File: src/design/pcu_params.svh
// constants for the preload channel id and user access register bank
// assumes a coprocessor access port decoded by crn/crm/opc2 from the core
`ifndef PCU_PARAMS_SVH
`define PCU_PARAMS_SVH
`define PCU_CRN_ENGINE      4'hb
`define PCU_CRM_ID_STATUS   4'h0
`define PCU_CRM_USER_PERMIT 4'h1
`define PCU_CRM_CHAN_SELECT 4'h2
`define PCU_CRM_ENABLE_CMD  4'h3
`define PCU_CRM_CONTROL     4'h4
`define PCU_CRM_START_ADDR  4'h5
`define PCU_CRM_END_ADDR    4'h7
`define PCU_CRM_CHAN_STATUS 4'h8
`define PCU_OPC2_PRESENT    3'h0
`define PCU_OPC2_RESERVED   3'h1
`define PCU_OPC2_RUNNING    3'h2
`define PCU_OPC2_INTERRUPT  3'h3
`define PCU_CHAN_FUNC_RESET 2'h3
`define PCU_PERMIT_RESET    2'h0
`define PCU_SELECT_RESET    1'h0
`endif

File: src/design/pcu_pkg.sv
// types for the preload channel id and user access register bank
// assumes pcu_params.svh supplies the numeric constants
package pcu_pkg;
   typedef struct packed {
      logic        valid;
      logic        write;
      logic        user_mode;
      logic        nonsecure;
      logic [3:0]  crn;
      logic [3:0]  crm;
      logic [2:0]  opc2;
      logic [31:0] wdata;
   } pcu_req_s;
   typedef struct packed {
      logic        done;
      logic        undef;
      logic [31:0] rdata;
   } pcu_rsp_s;
   typedef enum logic [1:0] {PCU_GRP_NONE, PCU_GRP_ID, PCU_GRP_PERMIT, PCU_GRP_CHAN} pcu_grp_e;
endpackage

File: src/design/pcu_bank.sv
// file: the register bank and access checker
// assumes one coprocessor request per valid cycle from the core, answered next cycle
`timescale 1ns/10ps
`include "pcu_params.svh"
module pcu_bank #(
   parameter logic [1:0] CHAN_IMPL = 2'h3
) (
   // clock and reset
   input  wire logic              mclk,
   input  wire logic              sys_rst,
   // core access port
   input  wire pcu_pkg::pcu_req_s req,
   input  wire logic              nonsecure_engine_access_bit,
   output pcu_pkg::pcu_rsp_s      rsp,
   // channel state from the engine
   input  wire logic [1:0]        chan_running,
   input  wire logic [1:0]        chan_interrupt,
   // control toward the engine
   output logic [1:0]             chan_user_permit,
   output logic                   channel_select,
   output logic                   chan_access_ok
);
   // registered state, each with its next value
   pcu_pkg::pcu_rsp_s rsp_r;
   pcu_pkg::pcu_rsp_s rsp_nxt;
   logic [1:0]        permit_r;
   logic [1:0]        permit_nxt;
   logic              select_r;
   logic              select_nxt;
   logic              ok_r;
   logic              ok_nxt;
   logic [1:0]        chan_func_r;
   logic [1:0]        chan_func_nxt;

   // request decode, shared by every state group
   pcu_pkg::pcu_grp_e grp;
   logic              taken;
   logic              is_select;
   logic              priv_ok;
   logic              ns_blocked;
   logic              sel_permit;
   logic              any_permit;
   logic              id_deny;
   logic              permit_deny;
   logic              select_deny;
   logic              chan_deny;
   logic              permit_wr;
   logic              select_wr;
   logic              chan_pass;

   // crn picks the engine space, crm the register group inside it
   function automatic pcu_pkg::pcu_grp_e grp_of(input logic [3:0] crn, input logic [3:0] crm);
      if (crn != `PCU_CRN_ENGINE)
         grp_of = pcu_pkg::PCU_GRP_NONE;
      else if (crm == `PCU_CRM_ID_STATUS)
         grp_of = pcu_pkg::PCU_GRP_ID;
      else if (crm == `PCU_CRM_USER_PERMIT)
         grp_of = pcu_pkg::PCU_GRP_PERMIT;
      else
         grp_of = pcu_pkg::PCU_GRP_CHAN;
   endfunction

   // one view per selector; running and interrupt bits hide an absent channel except in the first cycle after reset
   function automatic logic [31:0] view_of(input logic [2:0] sel, input logic [1:0] func,
                                           input logic [1:0] run, input logic [1:0] irq);
      case (sel)
         `PCU_OPC2_PRESENT:   view_of = {30'h0, func};
         `PCU_OPC2_RUNNING:   view_of = {30'h0, run & func};
         `PCU_OPC2_INTERRUPT: view_of = {30'h0, irq & func};
         // selector 1 is reserved: it reads zero rather than trapping
         default:             view_of = 32'h0;
      endcase
   endfunction

   // every denial is decided once here, so the answer and the state updates agree
   always_comb begin
      grp         = grp_of(req.crn, req.crm);
      taken       = req.valid && grp != pcu_pkg::PCU_GRP_NONE;
      is_select   = req.crm == `PCU_CRM_CHAN_SELECT;
      // secure privileged always passes; nonsecure privileged needs the access bit
      priv_ok     = !req.user_mode &&
                    (!req.nonsecure || nonsecure_engine_access_bit);
      ns_blocked  = req.nonsecure && !nonsecure_engine_access_bit;
      sel_permit  = permit_r[select_r];
      any_permit  = |permit_r;
      id_deny     = !priv_ok || req.write || req.opc2 > `PCU_OPC2_INTERRUPT;
      permit_deny = !priv_ok;
      // channel registers need the access bit when nonsecure, even in privileged mode
      select_deny = ns_blocked || (req.user_mode && !any_permit);
      chan_deny   = ns_blocked || (req.user_mode && !sel_permit);
      permit_wr   = taken && grp == pcu_pkg::PCU_GRP_PERMIT && req.write && !permit_deny;
      select_wr   = taken && grp == pcu_pkg::PCU_GRP_CHAN && is_select &&
                    req.write && !select_deny;
      chan_pass   = taken && grp == pcu_pkg::PCU_GRP_CHAN && !is_select && !chan_deny;
   end

   // function bits read as enabled out of reset, then settle to the built channels
   always_comb begin
      chan_func_nxt = CHAN_IMPL;
   end

   always_ff @(posedge mclk or posedge sys_rst) begin
      if (sys_rst) begin
         chan_func_r <= `PCU_CHAN_FUNC_RESET;
      end else begin
         chan_func_r <= chan_func_nxt;
      end
   end

   // traps and writes answer with zero data
   always_comb begin
      rsp_nxt = '0;
      // other crn values are not ours and get no answer at all
      if (taken) begin
         rsp_nxt.done = 1'b1;
         case (grp)
            pcu_pkg::PCU_GRP_ID: begin
               rsp_nxt.undef = id_deny;
               if (!id_deny) begin
                  rsp_nxt.rdata = view_of(req.opc2, chan_func_r,
                                          chan_running, chan_interrupt);
               end
            end
            pcu_pkg::PCU_GRP_PERMIT: begin
               rsp_nxt.undef = permit_deny;
               if (!permit_deny && !req.write) begin
                  rsp_nxt.rdata = {30'h0, permit_r};
               end
            end
            default: begin
               if (is_select) begin
                  rsp_nxt.undef = select_deny;
                  if (!select_deny && !req.write) begin
                     rsp_nxt.rdata = {31'h0, select_r};
                  end
               end else begin
                  rsp_nxt.undef = chan_deny;
               end
            end
         endcase
      end
   end

   always_ff @(posedge mclk or posedge sys_rst) begin
      if (sys_rst) begin
         rsp_r <= '0;
      end else begin
         rsp_r <= rsp_nxt;
      end
   end

   // permission writes keep only the two channel bits
   always_comb begin
      permit_nxt = permit_r;
      if (permit_wr) begin
         permit_nxt = req.wdata[1:0];
      end
   end

   always_ff @(posedge mclk or posedge sys_rst) begin
      if (sys_rst) begin
         permit_r <= `PCU_PERMIT_RESET;
      end else begin
         permit_r <= permit_nxt;
      end
   end

   // a denied select write leaves the selected channel alone
   always_comb begin
      select_nxt = select_r;
      if (select_wr) begin
         select_nxt = req.wdata[0];
      end
   end

   always_ff @(posedge mclk or posedge sys_rst) begin
      if (sys_rst) begin
         select_r <= `PCU_SELECT_RESET;
      end else begin
         select_r <= select_nxt;
      end
   end

   // one pulse per passed per-channel access; the engine does the work
   always_comb begin
      ok_nxt = chan_pass;
   end

   always_ff @(posedge mclk or posedge sys_rst) begin
      if (sys_rst) begin
         ok_r <= 1'b0;
      end else begin
         ok_r <= ok_nxt;
      end
   end

   // every output comes straight from its register
   assign rsp              = rsp_r;
   assign chan_user_permit = permit_r;
   assign channel_select   = select_r;
   assign chan_access_ok   = ok_r;
endmodule // pcu_bank

File: config.mk
export PLATFORM = sky130hd
export DESIGN_NAME = pcu_bank
export DESIGN_NICKNAME = d
export VERILOG_FILES = /design/src/design/pcu_pkg.sv /design/src/design/pcu_bank.sv
export VERILOG_INCLUDE_DIRS = /design/src /design/src/design
export SDC_FILE = /design/constraint.sdc
export NUM_CORES = 1
export LEC_CHECK = 0
export ABC_AREA = 1
export BUFFER_PORTS_ARGS = -buffer_cell sky130_fd_sc_hd__clkbuf_2
export CORE_MARGIN = 2
export CORE_UTILIZATION = 37
export DETAILED_ROUTE_END_ITERATION = 16
export GPL_ROUTABILITY_DRIVEN = 0
export PLACE_DENSITY = 0.94
export RECOVER_POWER = 100
export SLEW_MARGIN = 25
export SYNTH_ARGS = -nofsm -noshare
export SYNTH_HDL_FRONTEND = slang
export SYNTH_SLANG_ARGS = --single-unit
File: constraint.sdc
create_clock -name mclk -period 2 [get_ports mclk]
set_input_delay 0 -clock mclk [delete_from_list [all_inputs] [get_ports mclk]]
set_output_delay 0 -clock mclk [all_outputs]
set_load 0.01 [all_outputs]
==> results of run 1 <==
==> sequential cells by signal (all words and copies together) (netlist names) <==
register          flops
channel_select        1
chan_access_ok        1
rsp                   4
chan_user_permit      2
==> worst register-to-register path, stage by stage, from the launching register on <==
cell	delay, ns
sky130_fd_sc_hd__dfrtp_1	0.44
sky130_fd_sc_hd__nor2_1	0.11
sky130_fd_sc_hd__nand2_1	0.07
sky130_fd_sc_hd__nand2_1	0.08
sky130_fd_sc_hd__nor2_1	0.04
sky130_fd_sc_hd__nand2_1	0.06
sky130_fd_sc_hd__nand2_1	0.04
sky130_fd_sc_hd__nand2_1	0.06
sky130_fd_sc_hd__inv_1	0.03
==> stage by stage <==
stage / instances / area (µm²) / utilization / setup WS [ns] / power, mW
6_report: 189 / 963.4 / 0.4397 / 0.5108 / 0.3810
3_3_place_gp: 183 / 928.4 / 0.4238 / 0.4463 / 0.2645
3_5_place_dp: 183 / 928.4 / 0.4238 / 0.4210 / 0.2669
2_1_floorplan: 154 / 963.4 / - / 0.6779 / 0.2753
5_1_grt: 189 / 963.4 / 0.4397 / 0.2143 / 0.4076
4_1_cts: 189 / 980.9 / 0.4477 / 0.6802 / 0.3889
==> cell usage in the layout, fill, tap and decap left out <==
master,synthesis,final
sky130_fd_sc_hd__clkbuf_1,0,8
sky130_fd_sc_hd__nor2_2,1,1
sky130_fd_sc_hd__dfrtp_1,8,8
sky130_fd_sc_hd__conb_1,1,30
sky130_fd_sc_hd__nand3_1,8,8
sky130_fd_sc_hd__nand2_4,1,1
sky130_fd_sc_hd__nand2_1,21,21
sky130_fd_sc_hd__o21ai_0,2,5
sky130_fd_sc_hd__clkbuf_2,0,23
sky130_fd_sc_hd__a21oi_1,3,3
sky130_fd_sc_hd__dlygate4sd3_1,0,3
sky130_fd_sc_hd__nand2_2,1,1
sky130_fd_sc_hd__ha_1,4,4
sky130_fd_sc_hd__and3_2,1,1
sky130_fd_sc_hd__clkbuf_4,0,3
sky130_fd_sc_hd__nand3_2,1,1
sky130_fd_sc_hd__nand4_1,5,5
sky130_fd_sc_hd__inv_1,21,21
sky130_fd_sc_hd__nor2_1,11,12
sky130_fd_sc_hd__a31oi_1,2,2
==> cell families after synthesis <==
group                    after synthesis  synth area share
AO/OA/AOI/OAI                         10           0.06148
adder cells (fa/ha/maj)                4           0.05857
buffers and inverters                 51            0.3558
flip-flops                             8            0.2343
other                                  1          0.004388
AND/OR/NAND/NOR                       51            0.2855
==> area by class of cell <==
| class | instances | area, µm² |
|---|---|---|
| Inverter | 21 | 78.83 |
| Sequential cell | 8 | 200.2 |
| Multi-Input combinational cell | 95 | 451.7 |
| Timing Repair Buffer | 34 | 175.2 |
| Clock buffer | 3 | 22.52 |
| Fill cell | 243 | 1227 |
| Tap cell | 28 | 35.03 |
==> worst paths after layout <==
| check | start | end | slack (ns) | cells after the start |
|---|---|---|---|---|
| max in group asynchronous | sys_rst | chan_user_permit[0]$_DFFE_PP0P_ | 1.55 | 3 |
| min reg2reg | chan_user_permit[0]$_DFFE_PP0P_ | chan_user_permit[0]$_DFFE_PP0P_ | 0.58 | 2 |
| max reg2reg | chan_user_permit[1]$_DFFE_PP0P_ | rsp[0]$_DFF_PP0_ | 0.96 | 8 |
| min in group asynchronous | sys_rst | channel_select$_DFFE_PP0P_ | 0.23 | 3 |
| max | req[42] | channel_select$_DFFE_PP0P_ | 0.51 | 13 |
| min | req[46] | rsp[33]$_DFF_PP0_ | 0.04 | 3 |
==> routing by layer <==
metal	GRT usage	wire (µm)
met1	0.1224	622
met2	0.2068	773
met3	0.01149	149
met4	0.06579	15
met5	0	0
==> what timing repair did <==
action / in CTS / in global routing
gates resized for setup: 0 / 0
hold endpoints to repair: 10 / 0
hold buffers: 3 / 0
==> where the power goes <==
part,leakage (nW),switching [mW],internal [mW]
combinational,0.457,0.0672,0.0345
clock,0.0138,0.0456,0.0680
sequential,0.111,0.00154,0.164
total,0.582,0.114,0.267
==> results.txt, run 1 <==
----------------------------------------------------
[Setup path]
  Required time at the worst-slack endpoint ... 2.13 ns
  Crit-path max FO ... 6
  Cell repeated most along the worst path ... sky130_fd_sc_hd__nor2_1
  CP startpoint kind ... input port
  Ordered list of cells on the worst path ... clkbuf_2, inv_1, nor2_1, nand3_1, a31oi_1, inv_1, ha_1, nor2_1, nand2_2, nor2_1, nand3_1, nand2_1, o21ai_0
  Crit-path leading delay family ... simple AND/OR/NAND/NOR gates
  Highest-delay cell along the critical path ... sky130_fd_sc_hd__nor2_1
  Max incr delay on CP ... 0.34 ns
  CP bufs+invs ... 3
  Critical path start-end classification ... in -> reg
  Element type at the critical path end ... flip-flop
  Arrival time worst endpoint ... ~1.6 ns

[Detailed routing]
  First-iteration detailed-routing DRC count ... 18
  WL/cell ... 8.259 µm
  Number of remaining DRC errors ... 0
  Vias per std cell ... between 4 and 5
  Total routed wirelength ... roughly 1.6 mm
  Antenna viol nets, final ... 0
  Via count ... approximately 770
  Number of iterations in the first detailed-routing pass ... 4

[Logic synthesis]
  Post-synthesis instance area ... around 850 µm²
  Average cell area after synthesis ... 6.837 µm²
  Cell taking the most area after synthesis ... sky130_fd_sc_hd__buf_4
  Number of standard cells after synthesis ... approximately 130
  Number of distinct library cells after synthesis ... 19
  Top-area cell type share of the netlist area ... 0.2635
  Synth warnings ... 0
  Synthesis-stage register bit count ... 8
  Most repeated cell in the gate-level netlist after synthesis ... sky130_fd_sc_hd__buf_4
  Number of flops mapped to enable cells by yosys ... 0
  Post-synth top flop ... sky130_fd_sc_hd__dfrtp_1
  Leading cell types by count after synthesis ... sky130_fd_sc_hd__buf_4 (30), sky130_fd_sc_hd__inv_1 (21), sky130_fd_sc_hd__nand2_1 (21)
  Share of the yosys chip area belonging to registers ... 0.2343
  Most area-consuming cells after synthesis ... sky130_fd_sc_hd__buf_4 (26%), sky130_fd_sc_hd__dfrtp_1 (23%), sky130_fd_sc_hd__inv_1 (9.2%)
  Share of flip-flops with an asynchronous set or reset after synthesis ... 1.000

[Timing]
  Upper clock frequency limit ... 671.5 MHz
  Tmin final ... 1.489 ns
  Final setup violation count ... 0
  Post-route fraction of the period consumed by the critical path ... 0.7446
  Worst Skew ... ~0.0015 ns
  Number of hold violations in the final report ... 0
  Max-slew violations ... 0
  RSZ-0062 raised after global routing ... no
  Hold Slack ... approximately 0.042 ns
  TNS Setup ... 0 ns

[Placement]
  Half-perimeter wire length after placement ... about 1.3 mm
  Number of port buffers ... 31

[Cells and area]
  Layout cell share with drive strength beyond 1 ... 0.1925
  Number of nets in the layout ... approximately 220
  Synth-to-layout area growth ... 12.74%
  Total inserted antenna cells ... 0

[Power and ir drop]
  Power density cells ... about 400 mW/mm²
  Standby leakage power ... 0.5818 nW
  Peak supply drop ... roughly 0.19 mV

[Clock network]
  Post-CTS setup buffer count ... 0
  Total number of clock tree sinks ... 8
  TritonCTS clock tree ... built
  Bufs on Longest Clock Path ... 2
  Clock root buffer ... sky130_fd_sc_hd__clkbuf_4
  CTS Buf Count ... 3
  Clock latency of the later-clocked register in the worst-skew pair ... roughly 0.24 ns
  Level count of the clock H-tree ... 1
  Clock-pin slew reported for the worst setup and hold paths after clock tree synthesis ... 0.05 ns

[Global route]
  Total global routing overflow ... 0
  Maximum number of pins on one net before global-route repair ... 9
  Global router's overall resource usage ... 0.1124
  Number of antenna violations at the first check in global routing ... 0
  Wire length of the first global-routing pass ... 2.339 mm
  Vias in the first global route ... about 630

[Floorplanning]
  Area of the die ... 0.002710 mm²
  Floorplan die width ... about 52 µm
  Number of ports placed on the die boundary ... 92
  Area of the core region ... 0.002191 mm²
  Initial core utilization ... 0.3901
  Std-Cell Rows ... 17
  Die Y ... approximately 52 µm

[Min path]
  Worst Hold Class ... in -> reg

[Run status]
  Run status ... finished, final reports clean

[Run]
  Max-cap violation count ... 0

----------------------------------------------------
Power figures use the tool's default switching activity.
==> inputs of run 2 (changes only) <==
--- a/config.mk
+++ b/config.mk
@@ -6,13 +6,13 @@
 export SDC_FILE = /design/constraint.sdc
 export NUM_CORES = 1
 export LEC_CHECK = 0
-export ABC_AREA = 1
+export ABC_AREA = 0
 export BUFFER_PORTS_ARGS = -buffer_cell sky130_fd_sc_hd__clkbuf_2
 export CORE_MARGIN = 2
-export CORE_UTILIZATION = 37
+export CORE_UTILIZATION = 33
 export DETAILED_ROUTE_END_ITERATION = 16
 export GPL_ROUTABILITY_DRIVEN = 0
-export PLACE_DENSITY = 0.94
+export PLACE_DENSITY = 0.89
 export RECOVER_POWER = 100
 export SLEW_MARGIN = 25
 export SYNTH_ARGS = -nofsm -noshare
==> constraint.sdc (replaced) <==
create_clock -name mclk -period 1.5 [get_ports mclk]
set_input_delay 0 -clock mclk [delete_from_list [all_inputs] [get_ports mclk]]
set_output_delay 0 -clock mclk [all_outputs]
set_load 0.01 [all_outputs]
==> run 2 against run 1 <==
  * Sequential power rose by 33%
  * First-iteration DRC count fell by 56%
  * Clock skew barely moved
  * Synthesized area fell by 7.8%
  * Routed wire length fell by 3.9%
  * Register-to-register slack got worse by 0.80 ns
  * Power rose by 33%
  * Critical path type unchanged
==> results.txt, run 2 <==
----------------------------------------------------
[Run status]
  Run status ... finished, final reports clean

[Floorplanning]
  Floorplan die width ... ~53 µm
  Initial core utilization ... 0.3529
  Number of ports placed on the die boundary ... between 90 and 100
  Die Y ... about 53 µm
  Area of the core region ... ~0.0022 mm²
  Std-Cell Rows ... 17
  Area of the die ... 0.002796 mm²

[Timing]
  Hold Slack ... around 0.095 ns
  Max-slew violations ... 0
  Post-route fraction of the period consumed by the critical path ... 0.9282
  Number of hold violations in the final report ... 0
  Upper clock frequency limit ... between 700 and 800 MHz
  Tmin final ... between 1 and 1.5 ns
  Worst Skew ... 0.001086 ns
  Final setup violation count ... 0
  TNS Setup ... 0 ns

[Global route]
  Wire length of the first global-routing pass ... ~2.2 mm
  Number of antenna violations at the first check in global routing ... 0
  Total global routing overflow ... 0
  Global router's overall resource usage ... 0.1093
  Maximum number of pins on one net before global-route repair ... 9
  Vias in the first global route ... 572

[Power and ir drop]
  Overall power after layout ... 508.4 µW
  Power density cells ... between 500 and 600 mW/mm²
  Peak supply drop ... 0.2472 mV
  Portion of total power attributed to combinational logic ... 0.260
  Standby leakage power ... about 0.52 nW
  Internal Power ... approximately 360 µW
  Sequential cell fraction of total power ... 0.435
  Net switching fraction of the power ... 0.2875
  Switching power ... between 100 and 150 µW
  Clk network pwr share ... 0.306

[Logic synthesis]
  Cell taking the most area after synthesis ... sky130_fd_sc_hd__buf_4
  Post-synthesis instance area ... around 790 µm²
  Synth warnings ... 0
  Leading cell types by count after synthesis ... sky130_fd_sc_hd__buf_4 (30), sky130_fd_sc_hd__dfrtp_1 (8), sky130_fd_sc_hd__ha_1 (4), sky130_fd_sc_hd__inv_1 (4)
  Top-area cell type share of the netlist area ... 0.2857
  Average cell area after synthesis ... 9.166 µm²
  Number of flops mapped to enable cells by yosys ... 0
  Most area-consuming cells after synthesis ... sky130_fd_sc_hd__buf_4 (29%), sky130_fd_sc_hd__dfrtp_1 (25%), sky130_fd_sc_hd__ha_1 (6.3%)
  Number of standard cells after synthesis ... 86
  Share of the yosys chip area belonging to registers ... 0.2540
  Number of distinct library cells after synthesis ... 32
  Post-synth top flop ... sky130_fd_sc_hd__dfrtp_1
  Most repeated cell in the gate-level netlist after synthesis ... sky130_fd_sc_hd__buf_4
  Share of flip-flops with an asynchronous set or reset after synthesis ... 1.000
  Synthesis-stage register bit count ... 8

[Clock network]
  Level count of the clock H-tree ... 1
  Total number of clock tree sinks ... 8
  Post-CTS setup buffer count ... 0
  Clock latency of the later-clocked register in the worst-skew pair ... 0.25 ns
  TritonCTS clock tree ... built
  Bufs on Longest Clock Path ... 2
  Clock-pin slew reported for the worst setup and hold paths after clock tree synthesis ... roughly 0.040 ns
  Clock root buffer ... sky130_fd_sc_hd__clkbuf_4
  CTS Buf Count ... 3

[Cells and area]
  Max reg flops ... 4
  Total inserted antenna cells ... 0
  Number of nets in the layout ... about 190
  Commonest cells after routing, fill and taps aside ... sky130_fd_sc_hd__conb_1 (30), sky130_fd_sc_hd__clkbuf_2 (23), sky130_fd_sc_hd__dfrtp_1 (8), sky130_fd_sc_hd__clkbuf_1 (8), sky130_fd_sc_hd__buf_4 (5)
  Multi-input logic area ... between 400 and 500 µm²
  Layout cell share with drive strength beyond 1 ... 0.3228
  Total area of sequential cells ... approximately 200 µm²
  Non-Filler Cell Area, Final ... around 960 µm²
  Synth-to-layout area growth ... 21.27%
  Count of filler cells inserted in the layout ... approximately 240
  Leading cell type in the layout, fill and taps excluded ... sky130_fd_sc_hd__conb_1

[Detailed routing]
  Via count ... roughly 680
  Antenna viol nets, final ... 0
  First-iteration detailed-routing DRC count ... 8
  Number of remaining DRC errors ... 0
  Number of iterations in the first detailed-routing pass ... 4
  WL/cell ... slightly below 10 µm
  Total routed wirelength ... approximately 1.5 mm
  Vias per std cell ... between 4 and 5

[Setup path]
  Critical path start-end classification ... in -> reg
  Required time at the worst-slack endpoint ... 1.65 ns
  Crit-path max FO ... 3
  Element type at the critical path end ... flip-flop
  CP startpoint kind ... input port
  Arrival time worst endpoint ... roughly 1.6 ns

[Min path]
  Worst Hold Class ... in -> reg

[Placement]
  Total cell area at the placement stage ... approximately 910 µm²
  Number of port buffers ... 31
  Half-perimeter wire length after placement ... between 1 and 1.5 mm

[Run]
  Max-cap violation count ... 0

----------------------------------------------------
run 2: cell types whose count changed in the layout (fill, tap and decap cells not counted), moves of 2 or more:
cell | previous run | this run
sky130_fd_sc_hd__nand2_1 | 21 | 2
sky130_fd_sc_hd__inv_1 | 21 | 4
sky130_fd_sc_hd__nor2_1 | 12 | 1
sky130_fd_sc_hd__nand3_1 | 8 | 0
sky130_fd_sc_hd__buf_4 | 0 | 5
sky130_fd_sc_hd__nand4_1 | 5 | 2
sky130_fd_sc_hd__nor3b_1 | 0 | 3
sky130_fd_sc_hd__o21ai_0 | 5 | 2
sky130_fd_sc_hd__a22oi_1 | 0 | 2
sky130_fd_sc_hd__a31oi_1 | 2 | 0
sky130_fd_sc_hd__and3_1 | 0 | 2
sky130_fd_sc_hd__mux2_2 | 0 | 2
sky130_fd_sc_hd__nor3_2 | 0 | 2
run 2: cell type report:
class | count | area share
Multi-Input combinational cell | 72 | 0.4869
Tap cell | 28 | 0.03665
Timing Repair Buffer | 39 | 0.2225
Inverter | 5 | 0.02094
Clock buffer | 3 | 0.02356
Sequential cell | 8 | 0.2094
run 2: repair_timing:
action / in CTS / in global routing
setup endpoints to repair: 1 / 2
hold buffers: 3 / 0
endpoints found under the hold margin: 10 / 0
gates resized for setup: 1 / 1
run 2: power groups by stage:
stage | Sequential, mW | Combinational [mW] | Clock [mW]
after CTS | 0.221 | 0.131 | 0.161
final | 0.221 | 0.132 | 0.155
after global routing | 0.221 | 0.149 | 0.172
after floorplan | 0.225 | 0.128 | 0
after global placement | 0.224 | 0.122 | 0
after detailed placement | 0.224 | 0.124 | 0
run 2: cell families (layout without fill, tap and decap cells):
logic type / count (synthesis) / after routing / share of synthesized area
AOI/OAI and AO/OA: 11 / 11 / 0.09048
adders and majority gates: 4 / 4 / 0.06349
buffers and inverters: 35 / 47 / 0.3111
DFF: 8 / 8 / 0.2540
muxes: 4 / 4 / 0.05555
other: 1 / 30 / 0.004757
and+or+nand+nor: 23 / 23 / 0.2206
run 2: final timing paths:
kind	depth (start not counted)	endpoint	slack, ns	startpoint
worst max-delay path	8	rsp[0]$_DFF_PP0_	0.11	req[38]
worst min-delay path	4	rsp[1]$_DFF_PP0_	0.1	req[46]
worst max register to register	4	channel_select$_DFFE_PP0P_	0.16	chan_user_permit[0]$_DFFE_PP0P_
worst min register to register	1	channel_select$_DFFE_PP0P_	0.58	channel_select$_DFFE_PP0P_
max in group asynchronous	3	chan_user_permit[1]$_DFFE_PP0P_	1.05	sys_rst
min in group asynchronous	3	rsp[33]$_DFF_PP0_	0.23	sys_rst
run 2: critical path: stages:
cell and delay (ns):
sky130_fd_sc_hd__clkbuf_2 0.10, sky130_fd_sc_hd__nor3_2 0.24, sky130_fd_sc_hd__a21o_1 0.19, sky130_fd_sc_hd__ha_1 0.16, sky130_fd_sc_hd__or3b_1 0.36, sky130_fd_sc_hd__nor3_2 0.17, sky130_fd_sc_hd__a22oi_1 0.10, sky130_fd_sc_hd__o31ai_1 0.22
run 2: through the flow:
step                  util  instances  setup WS [ns]
floorplan                -        115        0.03066
global placement    0.4067        149        -0.1783
detailed placement  0.4067        149        -0.2615
CTS                 0.4325        155        0.09371
global route        0.4280        155       -0.02168
finish              0.4280        155         0.1077
run 2: metal layers:
layer | global-route usage | wire length, µm
met3 | 0.01130 | 155
met1 | 0.1186 | 570
met5 | 0 | 0
met2 | 0.1958 | 739
met4 | 0.07692 | 34
